--- src/design/fault_resp_pkg.sv ---
package fault_resp_pkg;

  localparam int          NUM_OUTPUTS     = 2;
  localparam logic [7:0]  OC_RESP_CMD     = 8'he5;
  localparam logic [7:0]  UC_RESP_CMD     = 8'he6;
  localparam logic [7:0]  RESP_RESET      = 8'h80;
  localparam int          MODE_MSB        = 7;
  localparam int          MODE_LSB        = 6;
  localparam int          RETRY_MSB       = 5;
  localparam int          RETRY_LSB       = 3;
  localparam logic [1:0]  MODE_DISABLE    = 2'h2;
  localparam logic [2:0]  RETRY_NONE      = 3'h0;
  localparam logic [2:0]  RETRY_FOREVER   = 3'h7;
  localparam int          STATUS_OC_BIT   = 1;
  localparam int          STATUS_UC_BIT   = 0;
  localparam int          CLK_HZ          = 20000000;
  localparam int          RETRY_MS        = 70;
  localparam longint      RETRY_CYCLES_L  =
    (longint'(RETRY_MS) * longint'(CLK_HZ)) / 1000;
  localparam int          RETRY_CYCLES    = int'(RETRY_CYCLES_L);

endpackage

--- src/design/output_current_fault_response.sv ---
`timescale 1ns/1ps
module output_current_fault_response #(
  parameter int NOUT         = fault_resp_pkg::NUM_OUTPUTS,
  parameter int RETRY_CYCLES = fault_resp_pkg::RETRY_CYCLES
) (
  input  wire logic            MCLK,
  input  wire logic            RST_N,
  input  wire logic [7:0]      CMD_CODE,
  input  wire logic [0:0]      PAGE,
  input  wire logic            WR_STB,
  input  wire logic [7:0]      WR_DATA,
  input  wire logic            WRITE_PROTECT,
  input  wire logic            CLEAR_FAULTS,
  input  wire logic [NOUT-1:0] OC_FAULT,
  input  wire logic [NOUT-1:0] UC_FAULT,
  input  wire logic [NOUT-1:0] CMD_ON,
  input  wire logic [NOUT-1:0] OTHER_FAULT,
  output logic [7:0]           RD_DATA,
  output logic [NOUT-1:0]      OUTPUT_ENABLE,
  output logic [NOUT-1:0]      RESTART_STB,
  output logic [1:0]           OUTPUT_CURRENT_STATUS [NOUT],
  output logic                 ALERT_LINE_N
);
  typedef enum logic [1:0] {ST_RUN, ST_OFF, ST_WAIT} out_state_t;

  logic [7:0]  oc_cfg_ff   [NOUT];
  logic [7:0]  nxt_oc_cfg  [NOUT];
  logic [7:0]  uc_cfg_ff   [NOUT];
  logic [7:0]  nxt_uc_cfg  [NOUT];
  logic [1:0]  stat_ff     [NOUT];
  logic [1:0]  nxt_stat    [NOUT];
  out_state_t  st_ff       [NOUT];
  out_state_t  nxt_st      [NOUT];
  logic [NOUT-1:0] en_ff;
  logic [NOUT-1:0] nxt_en;
  logic [NOUT-1:0] rst_stb_ff;
  logic [NOUT-1:0] nxt_rst_stb;
  logic [NOUT-1:0] tmr_start;
  logic [NOUT-1:0] tmr_cancel;
  logic [NOUT-1:0] tmr_busy;
  logic [NOUT-1:0] tmr_done;
  logic            alert_n_ff;
  logic            nxt_alert_n;
  logic [7:0]      rd_ff;
  logic [7:0]      nxt_rd;

  // bits 2:0 never reach this decision
  function automatic logic restarts(input logic [7:0] cfg);
    restarts = cfg[fault_resp_pkg::MODE_MSB:fault_resp_pkg::MODE_LSB]
                 == fault_resp_pkg::MODE_DISABLE
            && cfg[fault_resp_pkg::RETRY_MSB:fault_resp_pkg::RETRY_LSB]
                 == fault_resp_pkg::RETRY_FOREVER;
  endfunction

  // register file, one byte per command code per page
  always_comb begin
    for (int i = 0; i < NOUT; i++) begin
      nxt_oc_cfg[i] = oc_cfg_ff[i];
      nxt_uc_cfg[i] = uc_cfg_ff[i];
      if (WR_STB && !WRITE_PROTECT && int'(PAGE) == i) begin
        if (CMD_CODE == fault_resp_pkg::OC_RESP_CMD) begin
          nxt_oc_cfg[i] = WR_DATA;
        end
        if (CMD_CODE == fault_resp_pkg::UC_RESP_CMD) begin
          nxt_uc_cfg[i] = WR_DATA;
        end
      end
    end
    nxt_rd = 8'h00;
    for (int i = 0; i < NOUT; i++) begin
      if (int'(PAGE) == i) begin
        if (CMD_CODE == fault_resp_pkg::OC_RESP_CMD) begin
          nxt_rd = oc_cfg_ff[i];
        end else if (CMD_CODE == fault_resp_pkg::UC_RESP_CMD) begin
          nxt_rd = uc_cfg_ff[i];
        end
      end
    end
  end

  always_ff @(posedge MCLK) begin
    for (int i = 0; i < NOUT; i++) begin
      if (!RST_N) begin
        oc_cfg_ff[i] <= fault_resp_pkg::RESP_RESET;
        uc_cfg_ff[i] <= fault_resp_pkg::RESP_RESET;
      end else begin
        oc_cfg_ff[i] <= nxt_oc_cfg[i];
        uc_cfg_ff[i] <= nxt_uc_cfg[i];
      end
    end
    if (!RST_N) begin
      rd_ff <= 8'h00;
    end else begin
      rd_ff <= nxt_rd;
    end
  end

  // fault status, alert and per-output shutdown/retry sequencing
  always_comb begin
    logic any;
    logic oc_rs;
    logic uc_rs;
    logic hold;
    any = 1'b0;
    oc_rs = 1'b0;
    uc_rs = 1'b0;
    hold = 1'b0;
    for (int i = 0; i < NOUT; i++) begin
      nxt_stat[i]    = stat_ff[i];
      nxt_st[i]      = st_ff[i];
      nxt_rst_stb[i] = 1'b0;
      tmr_start[i]   = 1'b0;
      tmr_cancel[i]  = 1'b0;
      oc_rs = restarts(oc_cfg_ff[i]);
      uc_rs = restarts(uc_cfg_ff[i]);
      // set wins over a clear arriving in the same cycle
      if (CLEAR_FAULTS) begin
        nxt_stat[i] = 2'b00;
      end
      if (OC_FAULT[i]) begin
        nxt_stat[i][fault_resp_pkg::STATUS_OC_BIT] = 1'b1;
      end
      if (UC_FAULT[i]) begin
        nxt_stat[i][fault_resp_pkg::STATUS_UC_BIT] = 1'b1;
      end
      if (|nxt_stat[i]) begin
        any = 1'b1;
      end
      // unused mode codes fall back to the held-off response
      hold = (OC_FAULT[i] && !oc_rs) || (UC_FAULT[i] && !uc_rs);
      if (!CMD_ON[i] || OTHER_FAULT[i]) begin
        tmr_cancel[i] = 1'b1;
        nxt_st[i] = ST_OFF;
      end else if (hold) begin
        tmr_cancel[i] = 1'b1;
        nxt_st[i] = ST_OFF;
      end else begin
        unique case (st_ff[i])
          ST_RUN: begin
            if (OC_FAULT[i] || UC_FAULT[i]) begin
              tmr_start[i] = 1'b1;
              nxt_st[i] = ST_WAIT;
            end
          end
          ST_OFF: begin
            if (CLEAR_FAULTS) begin
              nxt_st[i] = ST_RUN;
              nxt_rst_stb[i] = 1'b1;
            end
          end
          ST_WAIT: begin
            // a fault still standing neither delays nor blocks the attempt;
            // if it is there once running, the cycle simply repeats
            if (tmr_done[i]) begin
              nxt_st[i] = ST_RUN;
              nxt_rst_stb[i] = 1'b1;
            end
          end
        endcase
      end
      nxt_en[i] = (nxt_st[i] == ST_RUN) && CMD_ON[i];
    end
    nxt_alert_n = !any;
  end

  always_ff @(posedge MCLK) begin
    for (int i = 0; i < NOUT; i++) begin
      if (!RST_N) begin
        stat_ff[i] <= 2'b00;
        st_ff[i]   <= ST_RUN;
      end else begin
        stat_ff[i] <= nxt_stat[i];
        st_ff[i]   <= nxt_st[i];
      end
    end
    if (!RST_N) begin
      en_ff      <= '0;
      rst_stb_ff <= '0;
      alert_n_ff <= 1'b1;
    end else begin
      en_ff      <= nxt_en;
      rst_stb_ff <= nxt_rst_stb;
      alert_n_ff <= nxt_alert_n;
    end
  end

  for (genvar g = 0; g < NOUT; g++) begin : g_tmr
    retry_timer #(.CYCLES(RETRY_CYCLES)) u_tmr (
      .clk    (MCLK),
      .rst_n  (RST_N),
      .start  (tmr_start[g]),
      .cancel (tmr_cancel[g]),
      .busy   (tmr_busy[g]),
      .done   (tmr_done[g])
    );
  end

  assign RD_DATA       = rd_ff;
  assign OUTPUT_ENABLE = en_ff;
  assign RESTART_STB   = rst_stb_ff;
  assign ALERT_LINE_N  = alert_n_ff;
  always_comb begin
    for (int i = 0; i < NOUT; i++) begin
      OUTPUT_CURRENT_STATUS[i] = stat_ff[i];
    end
  end

  // assertions
  property p_reset_cfg;
    @(posedge MCLK) $rose(RST_N) |-> oc_cfg_ff[0] == 8'h80
      && uc_cfg_ff[1] == 8'h80;
  endproperty
  a_reset_cfg: assert property (p_reset_cfg)
    else $error("response register not 80h after reset");

  property p_alert;
    @(posedge MCLK) disable iff (!RST_N)
      (OC_FAULT[0] || UC_FAULT[1]) |=> !ALERT_LINE_N;
  endproperty
  a_alert: assert property (p_alert)
    else $error("alert not asserted on fault");

  property p_sticky;
    @(posedge MCLK) disable iff (!RST_N)
      (stat_ff[0][1] && !CLEAR_FAULTS) |=> stat_ff[0][1];
  endproperty
  a_sticky: assert property (p_sticky)
    else $error("status bit cleared without clear faults");

  property p_oc_status;
    @(posedge MCLK) disable iff (!RST_N)
      OC_FAULT[0] |=> OUTPUT_CURRENT_STATUS[0][1];
  endproperty
  a_oc_status: assert property (p_oc_status)
    else $error("overcurrent status not set");

  property p_uc_status;
    @(posedge MCLK) disable iff (!RST_N)
      UC_FAULT[1] |=> OUTPUT_CURRENT_STATUS[1][0];
  endproperty
  a_uc_status: assert property (p_uc_status)
    else $error("undercurrent status not set");

  property p_disable;
    @(posedge MCLK) disable iff (!RST_N)
      (OC_FAULT[0] || UC_FAULT[0]) && !tmr_done[0] |=> !OUTPUT_ENABLE[0];
  endproperty
  a_disable: assert property (p_disable)
    else $error("output not disabled at once on fault");

  property p_hold_off;
    @(posedge MCLK) disable iff (!RST_N)
      (st_ff[0] == ST_OFF && !CLEAR_FAULTS) |=> !OUTPUT_ENABLE[0];
  endproperty
  a_hold_off: assert property (p_hold_off)
    else $error("output re-enabled before clear faults");

  property p_stop;
    @(posedge MCLK) disable iff (!RST_N)
      (!CMD_ON[NOUT-1] || OTHER_FAULT[NOUT-1]) |=> st_ff[NOUT-1] != ST_WAIT;
  endproperty
  a_stop: assert property (p_stop)
    else $error("retry continued after off or other fault");

  property p_wp;
    @(posedge MCLK) disable iff (!RST_N)
      (WR_STB && WRITE_PROTECT) |=> $stable(oc_cfg_ff[0])
        && $stable(uc_cfg_ff[0]);
  endproperty
  a_wp: assert property (p_wp)
    else $error("write accepted under protection");

  property p_retry_gap;
    @(posedge MCLK) disable iff (!RST_N)
      (st_ff[NOUT-1] == ST_WAIT && $past(st_ff[NOUT-1]) != ST_WAIT)
        |-> (!RESTART_STB[NOUT-1]) [*2];
  endproperty
  a_retry_gap: assert property (p_retry_gap)
    else $error("restart came too soon after fault");

  // cycles spent waiting on the last output, for the spacing check
  logic [31:0] wait_cnt_ff;
  logic [31:0] nxt_wait_cnt;

  always_comb begin
    nxt_wait_cnt = 32'h0;
    if (st_ff[NOUT-1] == ST_WAIT) begin
      nxt_wait_cnt = wait_cnt_ff + 32'h1;
    end
  end

  always_ff @(posedge MCLK) begin
    if (!RST_N) begin
      wait_cnt_ff <= 32'h0;
    end else begin
      wait_cnt_ff <= nxt_wait_cnt;
    end
  end

  property p_retry_len;
    @(posedge MCLK) disable iff (!RST_N)
      (RESTART_STB[NOUT-1] && wait_cnt_ff != 32'h0)
        |-> wait_cnt_ff == 32'(RETRY_CYCLES);
  endproperty
  a_retry_len: assert property (p_retry_len)
    else $error("restart not one retry interval after shutdown");

  property p_wait_busy;
    @(posedge MCLK) disable iff (!RST_N)
      st_ff[NOUT-1] == ST_WAIT |-> tmr_busy[NOUT-1];
  endproperty
  a_wait_busy: assert property (p_wait_busy)
    else $error("waiting for a restart with no interval running");
endmodule

--- src/design/retry_timer.sv ---
`timescale 1ns/1ps
// one-shot retry interval counter for one output
module retry_timer #(
  parameter int CYCLES = fault_resp_pkg::RETRY_CYCLES
) (
  input  wire logic clk,
  input  wire logic rst_n,
  input  wire logic start,
  input  wire logic cancel,
  output logic      busy,
  output logic      done
);
  logic [31:0] cnt_ff;
  logic [31:0] nxt_cnt;
  logic        busy_ff;
  logic        nxt_busy;

  always_comb begin
    nxt_cnt  = cnt_ff;
    nxt_busy = busy_ff;
    if (cancel) begin
      nxt_busy = 1'b0;
    end else if (start) begin
      nxt_busy = 1'b1;
      nxt_cnt  = 32'(CYCLES - 1);
    end else if (busy_ff) begin
      if (cnt_ff == 32'h0) begin
        nxt_busy = 1'b0;
      end else begin
        nxt_cnt = cnt_ff - 32'h1;
      end
    end
  end

  always_ff @(posedge clk) begin
    if (!rst_n) begin
      cnt_ff  <= 32'h0;
      busy_ff <= 1'b0;
    end else begin
      cnt_ff  <= nxt_cnt;
      busy_ff <= nxt_busy;
    end
  end

  assign busy = busy_ff;
  // done shows in the last counted cycle, so the user's reaction lands
  // exactly CYCLES edges after start rather than one edge late
  assign done = busy_ff && (cnt_ff == 32'h0);
endmodule

--- config.mk ---
export PLATFORM = sky130hd
export DESIGN_NAME = output_current_fault_response
export DESIGN_NICKNAME = d
export VERILOG_FILES = /design/src/design/fault_resp_pkg.sv /design/src/design/output_current_fault_response.sv /design/src/design/retry_timer.sv
export SDC_FILE = /design/constraint.sdc
export NUM_CORES = 1
export LEC_CHECK = 0
export BUFFER_PORTS_ARGS = -buffer_cell sky130_fd_sc_hd__buf_2
export CORE_ASPECT_RATIO = 1.5
export CORE_MARGIN = 1
export CORE_UTILIZATION = 45
export DETAILED_ROUTE_END_ITERATION = 7
export GPL_ROUTABILITY_DRIVEN = 0
export PLACE_DENSITY_LB_ADDON = 0.2
export SLEW_MARGIN = 40
export SYNTH_ARGS = -nofsm -noshare
export SYNTH_HDL_FRONTEND = slang
export SYNTH_SLANG_ARGS = --single-unit
--- constraint.sdc ---
create_clock -name MCLK -period 3.4 [get_ports MCLK]
set_input_delay 0.68 -clock MCLK [delete_from_list [all_inputs] [get_ports MCLK]]
set_output_delay 0.68 -clock MCLK [all_outputs]
set_load 0.05 [all_outputs]
Yosys cells after proc, flatten, opt, wreduce, memory -nomap -nowiden --
Memory sizes are Yosys's and may differ from the RTL's. Index checks and enable logic that the tools add are counted.
Word-level totals: register bits 79, RAM bits 40, bits of input ports 30, output and inout bits 17, word-level logic and storage cells 161, memories kept 4
Memories:
- oc_cfg_ff | depth 2, width 8, rd ports 2, clocked after memory_dff 0, write ports 2, line output_current_fault_response.sv:26 | logic [7:0] oc_cfg_ff [NOUT];
- uc_cfg_ff | depth 2, width 8, rd ports 2, clocked after memory_dff 0, write ports 2, line output_current_fault_response.sv:28 | logic [7:0] uc_cfg_ff [NOUT];
- st_ff | depth 2, width 2, rd ports 2, clocked after memory_dff 0, write ports 2, line output_current_fault_response.sv:32 | out_state_t st_ff [NOUT];
- stat_ff | depth 2, width 2, rd ports 2, clocked after memory_dff 0, write ports 2, line output_current_fault_response.sv:30 | logic [1:0] stat_ff [NOUT];
Cells by class: add/sub/neg operators 2, equal/unequal tests 16, muxes and demuxes 73, bitwise logic cells 12, reduce and logical (&&, ||, !) cells 45
Operators by type and width (count):
- $mux 32 | 6
- $mux 8 | 18
- $logic_not 32->1 | 2
- $sub 32x1->32 const B | 2
- $mux 2 | 16
- $mux 1 | 29
- $eq 8x8->1 const B | 2
- $logic_and 1x1->1 | 15
- $eq 2x2->1 const B | 6
- $eq 3x3->1 const B | 4
- $pmux 2 s3 | 2
- $logic_not 1->1 | 8
- $logic_not 2->1 | 4
- $or 1x1->1 | 8
- $reduce_or 2->1 | 4
- $logic_or 1x1->1 | 6
- $reduce_and 3->1 | 2
- $reduce_or 3->1 | 2
- $eq 2x1->1 const B | 2
- $ne 2x1->1 const B | 2
- $not 1->1 | 4
- $pmux 1 s2 | 2
- $reduce_bool 2->1 | 2

Longest topological paths before layout --
word-level depth 9, mapped depth 9, mapped depth without buffers 8

Modules after synthesis --
A second synthesis with hierarchy kept.
Unflattened totals: cell total of the unflattened synthesis 680, area, all modules 6155.9 sq um
By module, submodules not included:
- output_current_fault_response | times used 1, cells an instance 226, area an instance 2433.6 sq um, sequential area each 1061.0 sq um
- retry_timer (g_tmr[1].u_tmr) | times used 1, cells an instance 225, area an instance 1880.6 sq um, sequential area each 660.6 sq um
- retry_timer (g_tmr[0].u_tmr) | times used 1, cells an instance 229, area an instance 1841.8 sq um, sequential area each 660.6 sq um

Least setup slack after synthesis --
Ideal clock, no wire load.
path type input to register, start point input port CMD_CODE[3], end point memory oc_cfg_ff[0][7], library setup time 0.129 ns, arrival 2.220 ns, required time 3.271 ns, slack 1.051 ns, stages 8, path buffers 2, cells stage by stage nand4b_1 -> nor3b_1 -> and3b_1 -> buf_2 -> nor4bb_1 -> buf_2 -> mux2i_1 -> nand2_1
RTL lines:
- start: declaration | line output_current_fault_response.sv:8 | input wire logic [7:0] CMD_CODE,
- end: declaration | line output_current_fault_response.sv:26

Final worst setup path --
start point register g_tmr[0].u_tmr.cnt_ff[0], end point register g_tmr[0].u_tmr.cnt_ff[28]
Between the ends: longest elaborated chain between the ends 4, elaborated cells on any way between the ends 7, classes of those cells 1 x add/sub; 1 x eq/ne; 3 x mux; 2 x reduce/logical
Ends and longest elaborated chain:
- start: declaration | line retry_timer.sv:13 | logic [31:0] cnt_ff;
- start signal: assignment | line retry_timer.sv:40 | cnt_ff <= nxt_cnt;
- $sub 32x1->32 | line retry_timer.sv:30 | nxt_cnt = cnt_ff - 32'h1;
- $mux 32 | line retry_timer.sv:27 | if (cnt_ff == 32'h0) begin
- $mux 32 | line retry_timer.sv:26 | end else if (busy_ff) begin
- $mux 32 | line retry_timer.sv:23 | end else if (start) begin
Several ways; a longest one is shown, not always the timed one. The select of a mux whose other input is x is not followed. A chain may end at the register's enable or synchronous reset.

==> metrics.md <==
| Metric | Value |
|---|---|
| R2r setup slk | `0.74 ns` |
| WL/cell | `16.53 µm` |
| Htree depth | `4` |
| Setup crit end kind | `register` |
| # resized after CTS | `0` |
| CTS root buf | `clkbuf_16` |
| Initial antenna violation count | `0` |
| CTS max path bufs | `2` |
| Number of CTS-inserted buffers | `17` |
| Tmin final | `2.660 ns` |
| # hold bufs at CTS | `0` |
| PwrDens | `518.0 nW/µm²` |
| Slew headroom | `46.66%` |
| # rows | `50` |
| Worst-margin pin slew | `0.7941 ns` |
| Static Leak | `2.631 nW` |
| First-iteration detailed-routing DRC count | `269` |
| # IOs | `47` |
| Worst reg2reg startpoint | `g_tmr[0].u_tmr.cnt_ff[0]$_SDFFE_PN0P_` |
| Worst hold slack | `0.4883 ns` |
| Worst path max stage delay | `0.47 ns` |
| Fill count | `1,163` |
| Register bit total from synthesis | `119` |
| WL final | `14,090 µm` |
| Congestion Overflow GR | `0` |
| Hold Violations, Final | `0` |
| Antenna diodes | `0` |
| Max Cap Violations | `0` |
| Die footprint | `13,320 µm²` |
| Final ANT Viol Nets | `0` |
| Total GRT Usage | `22.58%` |
| Slowest CP cell | `nor3b_1` |
| Synth Cell Area | `5784 µm²` |
| Mapped Cells | `635` |
| Synth async-reset ratio | `0%` |
| CTS sink cnt | `119` |
| Vias per cell | `5.788` |
| FF-to-FF End | `g_tmr[0].u_tmr.cnt_ff[28]$_SDFFE_PN0P_` |
| Area Growth Syn to Fin | `16.46%` |
| HPWL Detailed | `10,140 µm` |
| Data required time of the worst path | `3.75 ns` |
| Tot Pwr | `3.489 mW` |
| Cell family contributing the most delay on the critical path | `simple AND/OR/NAND/NOR gates` |
| Synth Flop Type | `dfxtp_1` |
| EDFF count, synth | `0` |
| Die Span Y | `140.9 µm` |
| Die width | `94.57 µm` |
| Initial Utilization | `46.23%` |
| Share of cells above drive strength 1 | `16.95%` |
| Hold Path Origin | `g_tmr[0].u_tmr.cnt_ff[21]$_SDFFE_PN0P_` |
| Final TNS setup | `0 ns` |
| Drt pass-1 iters | `5` |
| Dpl ws | `0.5031 ns` |
| Largest net degree at the start of global routing | `48` |
| Critical path buffers and inverters | `1` |
| Setup-failing EPs final | `0` |
| First-pass GRT wire length | `23,400 µm` |
| Max IR drop VDD | `0.3174 mV` |
| Post-CTS setup buffer count | `0` |
| Hold worst-path end | `g_tmr[0].u_tmr.cnt_ff[21]$_SDFFE_PN0P_` |
| Syn_area_per_cell | `9.109 µm²` |
| YS warnings | `0` |
| Crit-path cells | `inv_1, ha_1, nor3b_1, and3_1, nand3_1, a211oi_2, or4b_1, o21ai_1` |
| Syn_nets | `675` |
| Vias in the first global route | `4,983` |
| Synth cell types | `66` |
| Outcome | `complete, no violations` |
| Layout Nets | `724` |
| Clk pin slew, worst setup/hold paths | `0.06 ns` |
| Port Buf Inserts | `46` |
| Worst-skew pair later-pin latency | `0.42 ns` |
| Setup Skew | `0.006990 ns` |
| Std-Cell Core Area | `12,510 µm²` |
| Worst R2R Path Depth | `8` |
| Fin crit share | `78.24%` |
| Final worst-path setup slack | `0.7397 ns` |
| Fmax | `375.9 MHz` |
| TritonCTS clock tree | `done` |
| Max Slew Vio Count | `0` |
| RSZ-0062 raised after global routing | `no` |
| WHS Path Cells | `2` |
| Critical path class | `reg -> reg` |
| Crit path DAT | `3.01 ns` |
| Via count | `4,931` |
| Class of the worst hold path | `reg -> reg` |
| Worst setup SP type | `register` |
| Max FO, Critical Path | `5` |
| DRC Markers | `0` |
| Sequential area share after synthesis | `41.19%` |
[cell usage after synthesis (all sizes together), types with 2 or more instances]
| cell | count | area, µm² |
|---|---|---|
| a2111oi | 4 | 41.29 |
| dfxtp | 119 | 2382 |
| nor4bb | 2 | 20.02 |
| o21a | 2 | 15.01 |
| o21ai | 16 | 80.08 |
| nand2b | 9 | 56.30 |
| clkbuf | 21 | 78.83 |
| nand3 | 20 | 100.1 |
| nor3 | 21 | 136.4 |
| a311oi | 3 | 26.28 |
| nor4b | 6 | 52.55 |
| or2 | 5 | 31.28 |
| nor2 | 83 | 311.6 |
| mux4 | 8 | 180.2 |
| or3 | 16 | 105.1 |
| o211ai | 5 | 37.54 |
| a31oi | 4 | 25.02 |
| nor4 | 26 | 198.9 |
| a21o | 2 | 16.27 |
| and3 | 4 | 25.02 |
| o31ai | 5 | 37.54 |
| nand4 | 8 | 50.05 |
| inv | 15 | 56.30 |
| a211oi | 5 | 42.54 |
| nor3b | 5 | 37.54 |
| a21oi | 45 | 225.2 |
| or4 | 16 | 127.6 |
| ha | 10 | 125.1 |
| buf | 6 | 43.79 |
| xor2 | 5 | 43.79 |
| o41ai | 3 | 26.28 |
| nand4b | 4 | 35.03 |
| mux2i | 40 | 400.4 |
| nand2 | 34 | 127.6 |
| nor2b | 10 | 62.56 |
| xnor2 | 32 | 280.3 |
[registers in the layout, indices dropped and copies added (netlist names)]
name and count:
ALERT_LINE_N 1, OUTPUT_ENABLE 2, RD_DATA 8, RESTART_STB 2, g_tmr.u_tmr.busy 2, g_tmr.u_tmr.cnt_ff 64, oc_cfg_ff 16, st_ff 4
stat_ff 4, uc_cfg_ff 16
[area by class of cell]
| class | count | area [µm²] | share of cell area (%) |
|---|---|---|---|
| Inverter | 15 | 56.30 | 0.8358 |
| Multi-Input combinational cell | 474 | 3233 | 47.99 |
| Clock inverter | 11 | 100.1 | 1.486 |
| Tap cell | 156 | 195.2 | 2.897 |
| Timing Repair Buffer | 57 | 312.8 | 4.643 |
| Clock buffer | 20 | 456.7 | 6.779 |
| Sequential cell | 119 | 2382 | 35.36 |
[cell usage in the layout (no fill, tap or decap), drive strengths merged, types with 6 or more instances in the layout]
master and count:
nor2 83, nand2 34, ha 10, or3 16, o21ai 16, xnor2 32
nor4b 6, nand3 20, nor2b 10, inv 17, dfxtp 119, mux4 8
a21oi 45, nand2b 9, nand4 8, mux2i 40, nor4 26, nor3 21
or4 16, clkbuf 20, buf 57
[worst min-delay path: stages (launching register included)]
cell	delay (ns)
dfxtp_1	0.31
o21ai_0	0.07
a21oi_1	0.06
[report_power, final]
part | switching (mW) | internal [mW] | total, mW | leakage (nW)
clock | 0.656 | 1.04 | 1.69 | 0.261
combinational | 0.236 | 0.119 | 0.355 | 1.41
sequential | 0.0236 | 1.42 | 1.44 | 0.962
[routing by layer]
| layer | track usage, % | up-vias | routed length (µm) |
|---|---|---|---|
| met1 | 25.14 | 2368 | 5713 |
| met4 | 11.16 | 0 | 289 |
| met2 | 40.35 | 110 | 7500 |
| li1 | - | 2430 | - |
| met5 | 0 | - | 0 |
| met3 | 4.153 | 23 | 582 |
[stage by stage]
step	instances	utilization, %	instance area (µm²)
3_5_place_dp	821	49.36	6176
4_1_cts	852	53.81	6733
5_1_grt	852	53.84	6736
2_1_floorplan	635	-	5784
6_report	852	53.84	6736
3_3_place_gp	821	49.36	6176
[worst max path at each step]
stage          slack, ns                                      to                             startpoint  cells past startpoint
6_report            0.74  g_tmr[0].u_tmr.cnt_ff[28]$_SDFFE_PN0P_  g_tmr[0].u_tmr.cnt_ff[0]$_SDFFE_PN0P_                      8
5_1_grt             0.55  g_tmr[0].u_tmr.cnt_ff[28]$_SDFFE_PN0P_  g_tmr[0].u_tmr.cnt_ff[0]$_SDFFE_PN0P_                      8
4_1_cts             0.75  g_tmr[1].u_tmr.cnt_ff[10]$_SDFFE_PN0P_  g_tmr[1].u_tmr.cnt_ff[8]$_SDFFE_PN0P_                      6
3_5_place_dp        0.50            oc_cfg_ff[1][3]$_SDFFE_PN0P_                            CMD_CODE[3]                      7
3_3_place_gp        0.55  g_tmr[1].u_tmr.cnt_ff[28]$_SDFFE_PN0P_                            UC_FAULT[1]                      7
2_1_floorplan       1.05            oc_cfg_ff[0][7]$_SDFFE_PN1P_                            CMD_CODE[3]                      8
[cells by family after synthesis]
family	count (synthesis)	synth area share (%)
compound gates	103	11.31
xor+xnor	37	5.602
fa+ha+maj	10	2.163
buf+inv	42	3.093
flops	119	41.19
mux	48	10.04
simple gates	276	26.61
No activity file was read; power rests on OpenSTA's default activity.
